--- src/include/sip_consts.svh ---
`ifndef SIP_CONSTS_SVH
`define SIP_CONSTS_SVH

`define SIP_NUM_EV 35
`define SIP_HI_EV 3

`define SIP_OFF_STAT_LO 5'h00
`define SIP_OFF_STAT_HI 5'h04
`define SIP_OFF_MASK_LO 5'h08
`define SIP_OFF_MASK_HI 5'h0C
`define SIP_OFF_CTRL 5'h10
`define SIP_OFF_STATE 5'h14

`define SIP_CTRL_EN_BIT 0
`define SIP_CTRL_W_LSB 4
`define SIP_CTRL_W_MSB 7
`define SIP_CTRL_REQ_BIT 8
`define SIP_RST_EN 1'b1
`define SIP_RST_WIDTH 4'h3
`define SIP_RST_MASK 35'h7_FFFF_FFFF

`define SIP_ST_BOB_BIT 0
`define SIP_ST_PREACT_BIT 1
`define SIP_ST_PREOV_BIT 2
`define SIP_ST_PREUV_BIT 3
`define SIP_ST_CANEN_BIT 4
`define SIP_ST_TSD_BIT 5
`define SIP_ST_PULSE_BIT 6
`define SIP_ST_IO_LSB 8
`define SIP_ST_IO_MSB 12

`define SIP_SPI_BITS 5'h10
`define SIP_SPI_SAT 5'h1F

`define SIP_CLK_NS 25
`define SIP_TICK_NS 1000
`define SIP_TICK_CYC ((`SIP_TICK_NS + `SIP_CLK_NS - 1) / `SIP_CLK_NS)

`endif

--- src/include/sip_pkg.sv ---
`include "sip_consts.svh"

package sip_pkg;

  typedef struct packed {
    logic done;
    logic is_write;
    logic bad_rw;
    logic bad_addr;
    logic init_reg;
    logic parity_fail;
    logic secure_fail;
  } sip_spi_frame_t;

  typedef struct packed {
    logic rx_recessive_clamp;
    logic tx_dominant_clamp;
    logic bus_dominant_clamp;
    logic overtemp;
    logic wake_event;
  } sip_xcvr_t;

  typedef struct packed {
    logic prereg_buck_boost_state;
    logic active;
    logic overvoltage;
    logic undervoltage;
  } sip_prereg_t;

  typedef struct packed {
    logic [`SIP_NUM_EV-1:0] stat;
    logic [`SIP_NUM_EV-1:0] mask;
    logic out_en;
    logic [3:0] pwidth;
    logic can_en;
    logic sclk_prev;
    logic cs_prev;
    logic [4:0] sclk_cnt;
    logic [31:0] rdata;
    logic waitreq;
    logic irq;
  } sip_state_t;

endpackage

--- src/verilog/sip_top.sv ---
// Overview of operation
// Each enabled interrupt event drives interrupt_out_n low for one pulse.
// Output behaviour and pulse length are set only during initialisation.
// Masked sources never produce a pulse.
// Level change on io0, io2..io5 each raises its own event.
// Wake-up of io0, io2..io5 each raises its own separate event.
// Clock count other than sixteen in a frame flags an error when active.
// Bad read/write, unknown address, init-register write in normal mode flag.
// Frame parity failure while main machine active flags an error.
// Host may request an interrupt pulse at any time.
// Long-duration timer reaching after-run value raises an event.
// CAN clamps, overtemperature and wake each raise separate events.
// LIN clamps, overtemperature and wake each raise separate events.
// Regulator current limits raise events; timeouts only with external transistor.
// Battery sense and low supply undervoltage each raise an event.
// CAN supply shuts down when hot, restarts after hysteresis cooling.
// Pre-regulator mode, activation, overvoltage and undervoltage are reported.
// Secured-frame check failure raises an error event.
// Flags hold until read; new pulse only on a further unmasked event.
//
// The Avalon-MM interface to the registers and the register addresses were left to the implementer.
`timescale 1ns/1ps
`default_nettype none
`include "sip_consts.svh"

module sip_top
  import sip_pkg::*;
#(
  parameter int TICK_CYC = `SIP_TICK_CYC
) (
  input wire logic clk, // 40 MHz system clock
  input wire logic rst_n, // Synchronous reset, active low
  input wire logic [4:0] avs_address, // Byte address
  input wire logic avs_read, // Read request
  input wire logic avs_write, // Write request
  input wire logic [31:0] avs_writedata, // Write data
  input wire logic [3:0] avs_byteenable, // Write byte lanes
  output logic [31:0] avs_readdata, // Read data
  output logic avs_waitrequest, // High until access is answered
  output logic irq, // Level interrupt to software
  output logic interrupt_out_n, // Active-low interrupt pulse
  output logic can_supply_en, // CAN supply pass transistor enable
  input wire logic init_phase, // Device in initialisation phase
  input wire logic normal_mode, // Device in normal mode
  input wire logic main_active, // Main state machine active
  input wire logic chip_select_n, // Serial chip select, active low
  input wire logic spi_sclk, // Serial clock level
  input wire sip_spi_frame_t spi_frame, // Decoded frame result
  input wire logic battery_sense_undervoltage, // Battery sense below threshold
  input wire logic supply_undervoltage_low, // Supply after diode below threshold
  input wire logic sensor_supply_limit, // Sensor regulator in current limit
  input wire logic sensor_supply_limit_timeout, // Sensor limit duration expired
  input wire logic aux_supply_limit, // Aux regulator in current limit
  input wire logic aux_supply_limit_timeout, // Aux limit duration expired
  input wire logic ext_pass_transistor, // External pass transistor fitted
  input wire logic can_tsd_hot, // CAN supply junction above shutdown
  input wire logic can_tsd_cool, // Below shutdown minus hysteresis
  input wire sip_prereg_t prereg, // Pre-regulator live state
  input wire logic [4:0] io_level, // io0, io2, io3, io4, io5 levels
  input wire logic [4:0] io_wake, // io0_wake_event and io2..io5 wake
  input wire sip_xcvr_t can_flags, // CAN transceiver flags
  input wire sip_xcvr_t lin_flags, // LIN transceiver flags
  input wire logic long_timer_func1_done // Long timer after-run reached
);
  sip_state_t s_q, s_d;

  logic [`SIP_NUM_EV-1:0] set_ev;
  logic [4:0] io_chg;
  logic [23:0] rise_ev;
  logic pulse_trig;
  logic pulse_busy;
  logic ack;
  logic wr_now;
  logic rd_now;
  logic sclk_rise;
  logic cs_rise;
  logic cs_fall;
  logic err_clk;
  logic err_req;
  logic err_par;
  logic err_sec;
  logic tsd_ev;
  logic int_req;
  logic [31:0] ctrl_w;

  function automatic logic [31:0] be_merge(input logic [31:0] old, input logic [31:0] nw,
                                            input logic [3:0] be);
    logic [31:0] r;
    r = old;
    for (int i = 0; i < 4; i++) begin
      if (be[i]) begin
        r[i*8 +: 8] = nw[i*8 +: 8];
      end
    end
    return r;
  endfunction

  function automatic logic sel(input logic [4:0] addr, input logic [4:0] off);
    return addr == off;
  endfunction

  sip_edge #(
    .W(5),
    .ANY(1'b1)
  ) u_io_edge (
    .clk(clk),
    .rst_n(rst_n),
    .lvl(io_level),
    .ev(io_chg)
  );

  // Level flags count once on assertion; a held fault does not refire
  sip_edge #(
    .W(24),
    .ANY(1'b0)
  ) u_rise_edge (
    .clk(clk),
    .rst_n(rst_n),
    .lvl({long_timer_func1_done, lin_flags, can_flags, io_wake,
          prereg.undervoltage, prereg.overvoltage,
          aux_supply_limit_timeout & ext_pass_transistor, aux_supply_limit,
          sensor_supply_limit_timeout & ext_pass_transistor, sensor_supply_limit,
          supply_undervoltage_low, battery_sense_undervoltage}),
    .ev(rise_ev)
  );

  sip_pulse #(
    .TICK_CYC(TICK_CYC)
  ) u_pulse (
    .clk(clk),
    .rst_n(rst_n),
    .trig(pulse_trig),
    .width(s_q.pwidth),
    .out_n(interrupt_out_n),
    .busy(pulse_busy)
  );

  assign ack = s_q.waitreq && (avs_read || avs_write);
  assign wr_now = !s_q.waitreq && avs_write;
  assign rd_now = !s_q.waitreq && avs_read;

  assign sclk_rise = spi_sclk && !s_q.sclk_prev;
  assign cs_rise = chip_select_n && !s_q.cs_prev;
  assign cs_fall = !chip_select_n && s_q.cs_prev;

  always_comb begin
    err_clk = cs_rise && main_active && (s_q.sclk_cnt != `SIP_SPI_BITS);
    err_par = spi_frame.done && spi_frame.parity_fail && main_active;
    err_req = spi_frame.done && (spi_frame.bad_rw || spi_frame.bad_addr ||
              (spi_frame.is_write && spi_frame.init_reg && normal_mode));
    err_sec = spi_frame.done && spi_frame.secure_fail;
    tsd_ev = s_q.can_en && can_tsd_hot;
    int_req = wr_now && sel(avs_address, `SIP_OFF_CTRL) && avs_byteenable[1] &&
              avs_writedata[`SIP_CTRL_REQ_BIT];
  end

  always_comb begin
    set_ev = '0;
    set_ev[5:0] = rise_ev[5:0]; // see R13
    set_ev[6] = tsd_ev;
    set_ev[8:7] = rise_ev[7:6];
    set_ev[13:9] = io_chg;
    set_ev[18:14] = rise_ev[12:8];
    set_ev[23:19] = rise_ev[17:13];
    set_ev[28:24] = rise_ev[22:18];
    set_ev[29] = int_req;
    set_ev[30] = rise_ev[23];
    set_ev[31] = err_sec;
    set_ev[32] = err_clk;
    set_ev[33] = err_req;
    set_ev[34] = err_par;
  end

  // Behaviour bit gates pulses, masked sources never start one
  assign pulse_trig = s_q.out_en && |(set_ev & s_q.mask); // see R1 see R3

  always_comb begin
    ctrl_w = '0;
    ctrl_w[`SIP_CTRL_EN_BIT] = s_q.out_en;
    ctrl_w[`SIP_CTRL_W_MSB:`SIP_CTRL_W_LSB] = s_q.pwidth;
  end

  always_comb begin
    logic [31:0] nctrl;
    logic [31:0] nmask_lo;
    logic [31:0] nmask_hi;
    logic [`SIP_NUM_EV-1:0] clr;
    nctrl = be_merge(ctrl_w, avs_writedata, avs_byteenable);
    nmask_lo = be_merge(s_q.mask[31:0], avs_writedata, avs_byteenable);
    nmask_hi = be_merge({29'h0, s_q.mask[`SIP_NUM_EV-1:32]}, avs_writedata,
                        avs_byteenable);
    clr = '0;
    s_d = s_q;

    s_d.sclk_prev = spi_sclk;
    s_d.cs_prev = chip_select_n;
    if (cs_fall) begin
      s_d.sclk_cnt = '0;
    end else if (!chip_select_n && sclk_rise && s_q.sclk_cnt != `SIP_SPI_SAT) begin
      s_d.sclk_cnt = s_q.sclk_cnt + 5'h01;
    end

    // Thermal shutdown wins over restart when both report at once
    if (can_tsd_hot) begin
      s_d.can_en = 1'b0;
    end else if (!s_q.can_en && can_tsd_cool) begin
      s_d.can_en = 1'b1;
    end

    if (ack) begin
      s_d.waitreq = 1'b0;
      s_d.rdata = '0;
      if (avs_read) begin
        unique case (avs_address)
          `SIP_OFF_STAT_LO: s_d.rdata = s_q.stat[31:0];
          `SIP_OFF_STAT_HI: s_d.rdata = {29'h0, s_q.stat[`SIP_NUM_EV-1:32]};
          `SIP_OFF_MASK_LO: s_d.rdata = s_q.mask[31:0];
          `SIP_OFF_MASK_HI: s_d.rdata = {29'h0, s_q.mask[`SIP_NUM_EV-1:32]};
          `SIP_OFF_CTRL: s_d.rdata = ctrl_w;
          `SIP_OFF_STATE: begin
            s_d.rdata[`SIP_ST_BOB_BIT] = prereg.prereg_buck_boost_state;
            s_d.rdata[`SIP_ST_PREACT_BIT] = prereg.active;
            s_d.rdata[`SIP_ST_PREOV_BIT] = prereg.overvoltage;
            s_d.rdata[`SIP_ST_PREUV_BIT] = prereg.undervoltage;
            s_d.rdata[`SIP_ST_CANEN_BIT] = s_q.can_en;
            s_d.rdata[`SIP_ST_TSD_BIT] = can_tsd_hot;
            s_d.rdata[`SIP_ST_PULSE_BIT] = pulse_busy;
            s_d.rdata[`SIP_ST_IO_MSB:`SIP_ST_IO_LSB] = io_level;
          end
          default: s_d.rdata = '0;
        endcase
      end
    end else if (!s_q.waitreq) begin
      s_d.waitreq = 1'b1;
    end

    if (rd_now && sel(avs_address, `SIP_OFF_STAT_LO)) begin
      clr[31:0] = '1;
    end
    if (rd_now && sel(avs_address, `SIP_OFF_STAT_HI)) begin
      clr[`SIP_NUM_EV-1:32] = '1;
    end
    if (wr_now && sel(avs_address, `SIP_OFF_MASK_LO)) begin
      s_d.mask[31:0] = nmask_lo;
    end
    if (wr_now && sel(avs_address, `SIP_OFF_MASK_HI)) begin
      s_d.mask[`SIP_NUM_EV-1:32] = nmask_hi[`SIP_HI_EV-1:0];
    end
    // Configuration is frozen outside initialisation; only the request acts
    if (wr_now && sel(avs_address, `SIP_OFF_CTRL) && init_phase) begin
      s_d.out_en = nctrl[`SIP_CTRL_EN_BIT];
      s_d.pwidth = nctrl[`SIP_CTRL_W_MSB:`SIP_CTRL_W_LSB];
    end

    // Fresh events survive a read-clear in the same cycle
    s_d.stat = (s_q.stat & ~clr) | set_ev;
    s_d.irq = |(s_d.stat & s_d.mask);
  end

  assign avs_readdata = s_q.rdata;
  assign avs_waitrequest = s_q.waitreq;
  assign irq = s_q.irq;
  assign can_supply_en = s_q.can_en;

  always_ff @(posedge clk) begin
    if (!rst_n) begin
      s_q <= '0;
      s_q.mask <= `SIP_RST_MASK;
      s_q.out_en <= `SIP_RST_EN;
      s_q.pwidth <= `SIP_RST_WIDTH;
      s_q.can_en <= 1'b1;
      s_q.cs_prev <= 1'b1;
      s_q.waitreq <= 1'b1;
    end else begin
      s_q <= s_d;
    end
  end
endmodule // sip_top

`default_nettype wire

--- src/verilog/sip_edge.sv ---
`timescale 1ns/1ps
`default_nettype none

module sip_edge #(
  parameter int W = 5,
  parameter bit ANY = 1'b0
) (
  input wire logic clk, // System clock
  input wire logic rst_n, // Synchronous reset
  input wire logic [W-1:0] lvl, // Sampled levels
  output logic [W-1:0] ev // One-cycle event per bit
);
  typedef struct packed {
    logic primed;
    logic [W-1:0] prev;
  } sip_edge_st_t;

  sip_edge_st_t s_q, s_d;

  always_comb begin
    s_d = s_q;
    s_d.primed = 1'b1;
    s_d.prev = lvl;
  end

  // First cycle after reset only learns the levels, so no false change
  assign ev = !s_q.primed ? '0 : (ANY ? (lvl ^ s_q.prev) : (lvl & ~s_q.prev));

  always_ff @(posedge clk) begin
    if (!rst_n) begin
      s_q <= '0;
    end else begin
      s_q <= s_d;
    end
  end
endmodule // sip_edge

`default_nettype wire

--- src/verilog/sip_pulse.sv ---
`timescale 1ns/1ps
`default_nettype none
`include "sip_consts.svh"

module sip_pulse #(
  parameter int TICK_CYC = `SIP_TICK_CYC
) (
  input wire logic clk, // System clock
  input wire logic rst_n, // Synchronous reset
  input wire logic trig, // Start or restart a pulse
  input wire logic [3:0] width, // Pulse length minus one, in ticks
  output logic out_n, // Active-low pulse, registered
  output logic busy // Pulse in progress
);
  typedef struct packed {
    logic [15:0] div;
    logic [4:0] rem;
    logic out_n;
  } sip_pulse_st_t;

  localparam logic [15:0] TICK_LAST = 16'(TICK_CYC - 1);

  sip_pulse_st_t s_q, s_d;

  always_comb begin
    s_d = s_q;
    if (trig) begin
      // Retrigger restarts the full length; overlapping events merge
      s_d.rem = 5'(width) + 5'h01;
      s_d.div = '0;
    end else if (s_q.rem != '0) begin
      if (s_q.div == TICK_LAST) begin
        s_d.div = '0;
        s_d.rem = s_q.rem - 5'h01;
      end else begin
        s_d.div = s_q.div + 16'h0001;
      end
    end
    s_d.out_n = (s_d.rem == '0);
  end

  assign out_n = s_q.out_n;
  assign busy = (s_q.rem != '0);

  always_ff @(posedge clk) begin
    if (!rst_n) begin
      s_q <= '0;
      s_q.out_n <= 1'b1;
    end else begin
      s_q <= s_d;
    end
  end
endmodule // sip_pulse

`default_nettype wire

--- config.mk ---
export PLATFORM = sky130hd
export DESIGN_NAME = sip_top
export DESIGN_NICKNAME = d
export VERILOG_FILES = /design/src/include/sip_pkg.sv /design/src/verilog/sip_top.sv /design/src/verilog/sip_edge.sv /design/src/verilog/sip_pulse.sv
export VERILOG_INCLUDE_DIRS = /design/src /design/src/include
export SDC_FILE = /design/constraint.sdc
export NUM_CORES = 1
export LEC_CHECK = 0
export CAP_MARGIN = 20
export CORE_AREA = 2 2 119 167
export CTS_CLUSTER_DIAMETER = 30
export DETAILED_ROUTE_END_ITERATION = 12
export DIE_AREA = 0 0 121 169
export DONT_BUFFER_PORTS = 1
export GPL_TIMING_DRIVEN = 0
export SETUP_SLACK_MARGIN = 0.15
export SLEW_MARGIN = 30
export SYNTH_ARGS = -nofsm -noshare
export SYNTH_HDL_FRONTEND = slang
export SYNTH_SLANG_ARGS = --single-unit
--- constraint.sdc ---
create_clock -name clk -period 3.8 [get_ports clk]
set_input_delay 0.76 -clock clk [delete_from_list [all_inputs] [get_ports clk]]
set_output_delay 0.76 -clock clk [all_outputs]
set_load 0.005 [all_outputs]
# [After elaboration in Yosys (flattened, before gate mapping)]
# Index checks and enable logic that the tools add are counted.
[totals] elab_cells=110 register_bits=170
[classes] n_mux=25 add_sub_neg=4 bitwise_logic=11 reduce_logical=44 n_eq_ne=8
[ops] op="AND 35 bit" count=3
[ops] op="2-to-1 mux 32 bit" count=3
[ops] op="OR reduction 35 bit" count=2
[ops] op="one-hot mux 7 bit (6 select lines)" count=1
[ops] op="one-hot mux 19 bit (2 select lines)" count=1
[ops] op="NOT 35 bit" count=1
[ops] op="bitwise OR 35 bit" count=1
[ops] op="2-to-1 mux 8 bit" count=4
[ops] op="logical AND 1 bit" count=27
[ops] op="2-to-1 mux 25 bit" count=1
[ops] op="AND 24 bit" count=1
[ops] op="2-to-1 mux 24 bit" count=1
[ops] op="NOT 24 bit" count=1
[ops] op="2-to-1 mux 5 bit" count=4
[ops] op="adder 16 x 1 -> 16 bit, second input constant" count=1
[ops] op="equality test 16 x 6 -> 1 bit, second input constant" count=1
[ops] op="2-to-1 mux 16 bit" count=1
[ops] op="one-hot mux 5 bit (3 select lines)" count=1
[ops] op="equality test 5 x 4 -> 1 bit, second input constant" count=2
[ops] op="equality test 5 bit, second input constant" count=2
[ops] op="zero test 5 bit" count=2
[ops] op="inequality test 5 bit, second input constant" count=2
[ops] op="2-to-1 mux 3 bit" count=3
[ops] op="2-to-1 mux 6 bit" count=1
[ops] op="15 further kinds" count=25

# [Longest topological paths before layout]
# Gate-level depths: netlist of the first run.
[depth] depth_word=10 depth_mapped=10 ltp_nobuf=9

# [Modules after synthesis]
# A second synthesis of the first run with hierarchy kept.
[hier_totals] cells_unflattened=807 area_unflattened_um2=7519.7
[modules_own_cells] module="sip_top" seq_area_each_um2=2342.2 instances=1 cells_per_inst=586 area_per_inst_um2=5280.1
[modules_own_cells] module="sip_pulse" seq_area_each_um2=440.4 instances=1 cells_per_inst=123 area_per_inst_um2=1108.6
[modules_own_cells] module="sip_edge at u_rise_edge" seq_area_each_um2=500.5 instances=1 cells_per_inst=77 area_per_inst_um2=898.4
[modules_own_cells] module="sip_edge at u_io_edge" seq_area_each_um2=120.1 instances=1 cells_per_inst=21 area_per_inst_um2=232.7

# [Worst setup path before layout of the first run]
# OpenSTA, ideal clock, no wires.
[synth_path] kind="input port to flip-flop" startpoint="input avs_address[4]" endpoint="register s_q, in the netlist irq" arrival_time_ps=2948 required_ps=3660 path_buffers=1 cell_stages=8 slack_ps=711 cell_sequence="or4_1 buf_6 nor3_4 mux2i_1 o22ai_1 or4_1 nor3_2 a41oi_2"
[synth_between] elab_chain_cells=8 elab_cells_between_ends=21 classes_between="eq/ne: 4; mux: 4; bitwise: 4; reduce/logical: 9"
[synth_lines] element="start, declared" line="sip_top.sv:33" source="input wire logic [4:0] avs_address,"
[synth_lines] element="equality test 5 x 3 -> 1 bit / zero test 5 bit (equally long branches)" line="sip_top.sv:99" source="return addr == off;"
[synth_lines] element="logical AND 1 bit, on equally long branches" line="sip_top.sv:240, sip_top.sv:237"
[synth_lines] element="2-to-1 mux 3 bit / 2-to-1 mux 32 bit (equally long branches)" line="sip_top.sv:240, sip_top.sv:237"
[synth_lines] element="NOT 35 bit" line="sip_top.sv:256" source="s_d.stat = (s_q.stat & ~clr) | set_ev;"
[synth_lines] element="AND 35 bit" line="sip_top.sv:256"
[synth_lines] element="bitwise OR 35 bit" line="sip_top.sv:256"
[synth_lines] element="AND 35 bit *" line="sip_top.sv:257" source="s_d.irq = |(s_d.stat & s_d.mask);"
[synth_lines] element="OR reduction 35 bit *" line="sip_top.sv:257"
[synth_lines] element="end, declared" line="sip_top.sv:65" source="sip_state_t s_q, s_d;"
# Mark *: on every way between the ends. The rest lies on a longest branch, timed or not.
# A chain may end at the register's enable or synchronous reset.

# [Worst setup path after layout of the first run]
# Same ends and word-level chain as after synthesis.

==> impl_metrics.toml, run 1 <==
[status]
status = "complete, no violations"

[global_routing]
grt_max_degree = 17
grt_pass1_wl_um = 33700
grt_pass1_vias = 5989
antenna_found_initial = 1
grt_usage_pct = 21.9
grt_remaining_overflow = 0

[critical_path]
crit_type = "in -> reg"
crit_fanout = 10
reg2reg_depth = 7
rr_startpoint = "avs_waitrequest"
worstPathRequired_ns = 4.08
worstReg2RegEnd = "irq"
regToRegSetupSlack_ns = 0.78
critPathLaunchType = "primary input"
cp.arrival_ns = 3.43
path_cells = "nor4_2 > nand2_2 > buf_2 > buf_1 > a22oi_1 > o22ai_1 > nor4_1 > a41oi_2"
worst_setup_path_end_kind = "flip-flop"
critPathSlowestCell = "nor4_1"
worst_path_largest_cell_delay_ns = 0.63

[finish]
final_layout_size_suffix_gt1_share_pct = 12.8
final_nets = 919
fillers = 1890
fin_util_pct = 43.9
syn_to_final_growth_pct = 12.0

[drt]
dr.pass1.iters = 5
wirelength_um = 21900
top_layer = "met4"
met3_length_um = 1620
num_vias = 5933
wl_met1_um = 8420
antenna_left = 0
wire_per_inst_um = 20.2
routed_via_density = 5.48
drc_errors = 0
dr_wl_met2_um = 10700
first_iter_violations = 303

[synthesis]
syn_nets = 900
syn_area_per_cell_sq_um = 9.27
synth_top_area_cell = "dfxtp_1"
synth_seq_cells = 169
async_flop_share_pct = 0
yosysMostFrequentCell = "dfxtp_1"
syn_inst = 803
ys.flop_type = "dfxtp_1"
syn_area_sq_um = 7440
yosys_warnings = 0
synth_edf_count = 0
synth_xor_area_share_pct = 3.30
synthMuxAreaShare_pct = 9.78
yosysSeqAreaShare_pct = 45.5
synth_compound_area_share_pct = 13.2
synth_area_leaders = "dfxtp_1, mux2i_1, nor2_1"
yosys.area_share.adder_pct = 1.01
synthTopCellsByCount = "dfxtp_1, nor2_1, nand2_1"
post_synth_num_cell_types = 62
synth_top_area_share_pct = 45.5
synth-simple-area-share_pct = 20.8
synth_top_family_by_area = "simple AND/OR/NAND/NOR gates"

[cts]
clockBufferDepth = 2
cts_sinks = 169
clkTransAtPathRegs_ns = 0.06
clkLatencyLatePin_ns = 0.44
htreeDepth = 4
root_buffer = "clkbuf_16"
post_cts_resized = 0
post_cts_buffers = 0
hold_buffers = 0
cts_made_buffers = 17
cts_tree = "yes"

[pwr]
p_total_mw = 3.82
total_leakage_power_nw = 3.32
peakVddDrop_mv = 0.276
power_density_nw_per_um2 = 459

[min_path]
min_from = "rst_n"
min_to = "u_io_edge.s_q[5]"
hp-class = "in -> reg"
hold_depth = 0

[floorplan]
die_h_um = 169
ios = 127
fp.coreArea_sq_um = 19000
placementRows = 60
initial_core_util_pct = 39.2
die-area_sq_um = 20400
die_w_um = 121

[sta]
period_minus_slack_ns = 3.15
period_share_pct = 82.9
clock.fmax_mhz = 317
drv_slew = 0
hold_viol = 0
setup_viol = 0
setup_tns_ns = 0
rsz0062_at_grt = "false"
relSlewSlack_pct = 45.7
worst_slack_ns = 0.650
worst_pin_slew_ns = 0.812
fin_skew_ns = 0.0109

[placement]
dp_slack_ns = 0.276
gp_congestion = 0.933
port_buffers = 0
dp_hpwl_um = 16900

[flow_run]
drv_cap = 0
-- registers in the layout (all words and copies together), names as in the netlist, 5 cells and up --
signal	cells
u_io_edge.s_q	6
ctrl_w	5
u_pulse.s_q	21
s_q	77
u_rise_edge.s_q	24
avs_readdata	32
-- how the worst max path moves through the flow --
stage,start,end,slack [ns],depth (start not counted)
after CTS,avs_address[4],irq,0.71,6
after global routing,avs_address[4],irq,0.53,8
after detailed placement,avs_address[4],irq,0.28,6
after global placement,avs_address[4],irq,0.23,6
final,avs_address[4],irq,0.65,8
after floorplan,avs_address[4],irq,0.71,8
-- where the power goes --
group | internal (mW) | total, mW | switching [mW]
sequential | 1.82 | 1.85 | 0.0270
combinational | 0.113 | 0.292 | 0.178
clock | 0.941 | 1.68 | 0.740
total | 2.88 | 3.82 | 0.946
-- routing by layer --
layer  vias up  track usage [%]
met1      2816             23.7
met4         0             13.8
li1       2858                -
met2       193             37.1
met3        66             6.60
met5         -                0
-- final cells by class --
| class | instances | area [sq um] | share of cell area [%] |
|---|---|---|---|
| multi-input combinational | 544 | 3580 | 43.0 |
| sequential | 169 | 3380 | 40.6 |
| clock buffer | 19 | 453 | 5.44 |
| buffer | 73 | 417 | 5.00 |
| tap | 248 | 310 | 3.72 |
| clock inverter | 12 | 119 | 1.43 |
| inverter | 17 | 63.8 | 0.766 |
| antenna | 1 | 2.50 | 0.0300 |
-- worst max-delay path: cells and delay by family --
family,cells,cell delay [ns]
AOI/OAI and AO/OA,3,0.63
and+or+nand+nor,3,1.42
buffers and inverters,2,0.61
-- logic make-up (layout without fill, tap and decap cells) --
kind of cell	after synthesis	after routing
AOI/OAI and AO/OA	139	139
xor gates and xnor gates	28	28
adders and majority gates	6	6
buffers and inverters	90	121
DFF	169	169
muxes	70	70
other	0	1
and+or+nand+nor	301	301
-- cells in the final DEF, fill, tap and decap left out, types with 18 or more instances in the layout --
master,Yosys,routed
mux2i_1,48,48
dfxtp_1,169,169
clkbuf_1,31,31
and2_1,28,28
xor2_1,20,20
nor2_1,115,115
a22oi_1,55,55
a21oi_1,29,29
mux2_2,22,22
nor2b_1,18,18
nand2_1,60,60
buf_4,35,35
-- stage by stage --
stage / hold slack (ns) / instance area, sq um / cells
detailed placement: 0.477 / 7760 / 1051
floorplan: 0.454 / 7440 / 803
global route: 0.343 / 8330 / 1082
CTS: 0.341 / 8330 / 1082
finish: 0.349 / 8330 / 1083
global placement: 0.472 / 7750 / 1051
No activity file was read; power rests on OpenSTA's default activity.
==> run 2, diff against run 1 <==
==> constraint.sdc (replaced) <==
create_clock -name clk -period 3 [get_ports clk]
set_input_delay 0.6 -clock clk [delete_from_list [all_inputs] [get_ports clk]]
set_output_delay 0.6 -clock clk [all_outputs]
set_load 0.005 [all_outputs]
==> run 2 against run 1 <==
- sequential power grew 26%
- clock-buffer cell count is 2 higher
- largest cell class unchanged
- sequential share of layout area shrank 0.34 points
==> impl_metrics.toml, run 2 (same netlist as run 1, synthesis figures left out) <==
[critical_path]
critPathLaunchType = "primary input"
worst_setup_path_end_kind = "flip-flop"
crit_type = "in -> reg"
path_cells = "clkbuf_1 > clkbuf_1 > nand4_4 > mux2i_1 > o22ai_1 > nor4_2 > a41oi_2"
worst_path_largest_cell_delay_ns = 0.63
worstPathRequired_ns = 3.28
cp.arrival_ns = 3.10
critPathSlowestCell = "clkbuf_1"
path_buf_inv = 2
crit_fanout = 10
cpMostUsedCell = "clkbuf_1"
crit_family = "buffers and inverters"

[sta]
fin_skew_ns = 0.0113
worst_pin_slew_ns = 0.865
period_minus_slack_ns = 2.82
hold_viol = 0
relSlewSlack_pct = 42.1
drv_slew = 0
setup_tns_ns = 0
setup_viol = 0
period_share_pct = 94.0
rsz0062_at_grt = "true"
hold_ws_ns = 0.191
clock.fmax_mhz = 355

[drt]
wire_per_inst_um = 20.3
dr.pass1.iters = 5
routed_via_density = 5.45
drc_errors = 0
num_vias = 5924
wirelength_um = 22100
first_iter_violations = 321
antenna_left = 0

[finish]
final_cell_mix = "dfxtp_1, nor2_1, nand2_1"
syn_to_final_growth_pct = 12.9
final_nets = 922
largest_reg_flops = 77
final_common_cell = "dfxtp_1"
final_layout_size_suffix_gt1_share_pct = 13.4
final-seq-area_sq_um = 3380
largest-register = "s_q"
final_cell_area_sq_um = 8400
multi_input_area_sq_um = 3610
fillers = 1878

[global_routing]
grt_max_degree = 17
grt_pass1_vias = 6069
antenna_found_initial = 1
grt_usage_pct = 22.0
grt_remaining_overflow = 0
grt_pass1_wl_um = 33800

[floorplan]
die_w_um = 121
fp.coreArea_sq_um = 19000
placementRows = 60
die_h_um = 169
initial_core_util_pct = 39.2
die-area_sq_um = 20400
ios = 127

[cts]
htreeDepth = 4
root_buffer = "clkbuf_16"
clockBufferDepth = 2
clkTransAtPathRegs_ns = 0.07
cts_sinks = 169
cts_tree = "yes"
cts_made_buffers = 17
clkLatencyLatePin_ns = 0.43

[pwr]
total_leakage_power_nw = 3.35
power_density_nw_per_um2 = 590
peakVddDrop_mv = 0.338
p_total_mw = 4.96

[min_path]
hp-class = "in -> reg"

[flow_run]
drv_cap = 0

[placement]
port_buffers = 0
placed_area_sq_um = 7760
gp_congestion = 0.935
dp_hpwl_um = 16900

[status]
status = "complete, no violations"
## run 2: metrics by stage
step                      util [%]  cells  setup WS, ns
after floorplan                  -    803         0.116
after global placement        40.8   1051        -0.406
after detailed placement      40.8   1051        -0.389
after CTS                     44.2   1086         0.218
after global routing          44.2   1086         0.108
final                         44.2   1087         0.181
## run 2: area by class of cell
| type | count | area share [%] |
|---|---|---|
| multi-input cells | 544 | 43.0 |
| flip-flops and latches | 169 | 40.3 |
| clock buffers | 21 | 5.48 |
| plain buffers | 73 | 4.96 |
| well taps | 248 | 3.69 |
| clock inverters | 11 | 1.61 |
| inverters | 17 | 0.759 |
| repair buffers | 3 | 0.268 |
| diodes | 1 | 0.0298 |
## run 2: final timing paths
check / to / slack [ns] / start / depth (start not counted)
min reg2reg: u_pulse.s_q[7] / 0.49 / u_pulse.s_q[7] / 2
max: irq / 0.18 / avs_address[3] / 7
min: u_io_edge.s_q[5] / 0.19 / rst_n / 0
max reg2reg: irq / 0.25 / avs_waitrequest / 8
## run 2: per-layer routing
metal / vias up / global-route usage (%) / part of all wire [%]
li1: 2859 / - / -
met1: 2813 / 23.4 / 38
met2: 197 / 38.4 / 50
met3: 55 / 7.18 / 7.8
met4: 0 / 10.9 / 3.9
met5: - / 0 / 0
## run 2: repair_timing
action                                  4_1_cts  5_1_grt
pin swaps                                     1        0
endpoints found under the setup margin        1       11
hold buffers                                  0        0
gates resized for setup                       2        3
setup buffers                                 3        0
## run 2: where the power goes
part / switching, mW / total, mW / internal [mW]
registers: 0.0339 / 2.34 / 2.31
clock network: 0.960 / 2.25 / 1.29
logic: 0.227 / 0.372 / 0.145
## run 2: worst register-to-register path, delay by kind of cell, from the launching register on
family          cells  cell delay (ns)
simple gates        3             0.92
compound gates      3             0.67
buf+inv             2             0.61
flops               1             0.40
==> run 3, diff against run 2 <==
--- a/config.mk
+++ b/config.mk
@@ -7,14 +7,15 @@
 export NUM_CORES = 1
 export LEC_CHECK = 0
 export CAP_MARGIN = 20
-export CORE_AREA = 2 2 119 167
+export CORE_AREA = 2 2 119 168
 export CTS_CLUSTER_DIAMETER = 30
 export DETAILED_ROUTE_END_ITERATION = 12
-export DIE_AREA = 0 0 121 169
+export DIE_AREA = 0 0 121 170
 export DONT_BUFFER_PORTS = 1
 export GPL_TIMING_DRIVEN = 0
 export SETUP_SLACK_MARGIN = 0.15
 export SLEW_MARGIN = 30
 export SYNTH_ARGS = -nofsm -noshare
 export SYNTH_HDL_FRONTEND = slang
+export SYNTH_HIERARCHICAL = 1
 export SYNTH_SLANG_ARGS = --single-unit
==> run 3 against run 2 <==
- sequential share of layout area decreased by 0.28 points
- register-to-register slack got worse by 0.02 ns
- design area increased by 1.4%
- hold slack improved by 0.014 ns
- synthesized cell count increased by 0.50%
- power decreased by 2.6%
- worst setup slack improved by 0.049 ns
- largest power group unchanged
- highest routed layer unchanged
==> impl_metrics.toml, run 3 <==
[cts]
cts_sinks = 170
hold_buffers = 0
cts_tree = "yes"
clockBufferDepth = 2
clkTransAtPathRegs_ns = 0.07
htreeDepth = 4
clkLatencyLatePin_ns = 0.43
root_buffer = "clkbuf_16"
cts_made_buffers = 17

[critical_path]
crit_family = "compound AO/OA/AOI/OAI gates"
rr_startpoint = "u_rise_edge/s_q[24]"
critPathLaunchType = "flip-flop"
worst_path_largest_cell_delay_ns = 0.36
path_cells = "and3b_2 > a22o_1 > a221oi_4 > nand3_2 > a2111oi_4 > a21boi_2 > buf_6 > buf_6 > nand3b_1 > nor2_2 > a211oi_2 > o41ai_2"
crit_fanout = 6
worstReg2RegEnd = "u_pulse/out_n"
crit_type = "reg -> reg"
critPathSlowestCell = "dfxtp_4"
cpMostUsedCell = "buf_6"
worst_setup_path_end_kind = "flip-flop"
cp.arrival_ns = 3.10
worstPathRequired_ns = 3.33
reg2reg_depth = 12
path_buf_inv = 2
regToRegSetupSlack_ns = 0.23

[synthesis]
syn_inst = 807
syn_area_per_cell_sq_um = 9.32
yosysSeqAreaShare_pct = 45.3
ys.flop_type = "dfxtp_1"
synth_edf_count = 0
synth_area_leaders = "dfxtp_1, mux2i_1, nor2_1"
yosysMostFrequentCell = "dfxtp_1"
post_synth_num_cell_types = 67
synthTopCellsByCount = "dfxtp_1, nor2_1, nand2_1"
syn_nets = 904
synth_top_area_share_pct = 45.3
async_flop_share_pct = 0
syn_area_sq_um = 7520
synth_seq_cells = 170
yosys_warnings = 6
synth_top_area_cell = "dfxtp_1"

[global_routing]
grt_remaining_overflow = 0
grt_max_degree = 22
grt_usage_pct = 21.9
antenna_found_initial = 0
grt_pass1_wl_um = 33500
grt_pass1_vias = 5810

[drt]
dr.pass1.iters = 5
drc_errors = 0
wire_per_inst_um = 20.8
met3_length_um = 1610
routed_via_density = 5.52
num_vias = 6009
top_layer = "met4"
dr_wl_met2_um = 11600
wirelength_um = 22700
wl_met1_um = 8790
first_iter_violations = 445
antenna_left = 0

[placement]
placed_cells = 1055
dp_slack_ns = -0.640
port_buffers = 0
placed_area_sq_um = 7840
gp_congestion = 0.920
dp_hpwl_um = 17500

[floorplan]
fp.coreArea_sq_um = 19000
die_w_um = 121
die_h_um = 170
placementRows = 60
ios = 127
initial_core_util_pct = 39.6
die-area_sq_um = 20600

[sta]
setup_viol = 0
worst_slack_ns = 0.229
period_minus_slack_ns = 2.77
period_share_pct = 92.4
clock.fmax_mhz = 361
worst_pin_slew_ns = 0.885
hold_viol = 0
relSlewSlack_pct = 40.1
rsz0062_at_grt = "true"
setup_tns_ns = 0
drv_slew = 0
fin_skew_ns = 0.0132

[pwr]
power_density_nw_per_um2 = 567
peakVddDrop_mv = 0.389
total_leakage_power_nw = 3.36

[flow_run]
drv_cap = 0

[finish]
final_cell_area_sq_um = 8520
largest-register = "s_q"
antennaDiodeCount = 0
final_cell_mix = "dfxtp_1, nor2_1, nand2_1"
syn_to_final_growth_pct = 13.3
final_common_cell = "dfxtp_1"
fin_util_pct = 44.9
fin_cells = 1089
final_nets = 926
fillers = 1897
largest_reg_flops = 77
final_layout_size_suffix_gt1_share_pct = 16.4

[min_path]
min_from = "rst_n"
min_to = "u_io_edge/s_q[5]"
hold_depth = 0
hp-class = "in -> reg"

[status]
status = "complete, no violations"
==> run 3: changes by cell type in the layout (fill, tap and decap cells not counted), moves of 9 or more <==
cell | previous run | this run
a22oi_1 | 55 | 27
inv_1 | 17 | 7
and2_1 | 28 | 37
and3b_1 | 1 | 20
nor2b_1 | 18 | 2
a21oi_1 | 29 | 47
==> run 3: worst max-delay path by stage <==
stage,cells past startpoint,to,slack [ns],start
after global placement,9,u_pulse/s_q[7],-0.62,avs_address[3]
after global routing,12,u_pulse/out_n,0.08,u_rise_edge/s_q[24]
after CTS,10,u_pulse/out_n,0.19,u_rise_edge/s_q[24]
final,12,u_pulse/out_n,0.23,u_rise_edge/s_q[24]
after floorplan,7,u_pulse/out_n,0.33,avs_address[1]
after detailed placement,9,u_pulse/s_q[20],-0.64,avs_address[3]
==> run 3: power by group <==
group / internal [mW] / switching [mW] / total [mW]
Sequential: 2.32 / 0.0309 / 2.35
Clock: 1.17 / 0.944 / 2.11
Combinational: 0.150 / 0.220 / 0.370
Total: 3.64 / 1.20 / 4.83
==> run 3: worst register-to-register path, stage by stage, from the launching register on <==
cell       delay, ns
dfxtp_4         0.36
and3b_2         0.24
a22o_1          0.25
a221oi_4        0.23
nand3_2         0.14
a2111oi_4       0.36
a21boi_2        0.12
buf_6           0.15
buf_6           0.12
nand3b_1        0.16
nor2_2          0.13
a211oi_2        0.07
o41ai_2         0.35
==> run 3: final cells by class <==
cell class,instances,area (sq um),share of cell area (%)
Sequential cell,170,3410,40.0
Timing Repair Buffer,3,26.3,0.308
Inverter,8,30.0,0.352
Clock inverter,12,118,1.38
Multi-Input combinational cell,560,3770,44.2
Buffer,69,423,4.96
Clock buffer,19,443,5.20
Tap cell,248,310,3.64
==> run 3: logic make-up (layout without fill, tap and decap cells) <==
group,Yosys count,after routing,synth area share [%]
adders and majority gates,6,6,0.998
AOI/OAI and AO/OA,144,144,13.0
and+or+nand+nor,314,314,22.1
buffers and inverters,77,111,5.92
DFF,170,170,45.3
muxes,70,70,9.70
xor gates and xnor gates,26,26,3.03
==> run 3: layer usage <==
metal | up-vias | GRT usage [%]
li1 | 2879 | -
met3 | 42 | 6.37
met5 | - | 0
met4 | 0 | 9.20
met2 | 217 | 38.4
met1 | 2871 | 24.6
==> run 3: what timing repair did <==
action	CTS	global route
gates resized for setup	10	16
buffers inserted	1	2
pin swaps	0	12
endpoints found under the setup margin	22	12
==> run 3: stage by stage <==
step	hold WS (ns)	total power, mW
CTS	0.187	4.85
detailed placement	0.457	2.75
finish	0.205	4.83
global placement	0.447	2.75
global route	0.186	4.98
floorplan	0.437	2.64
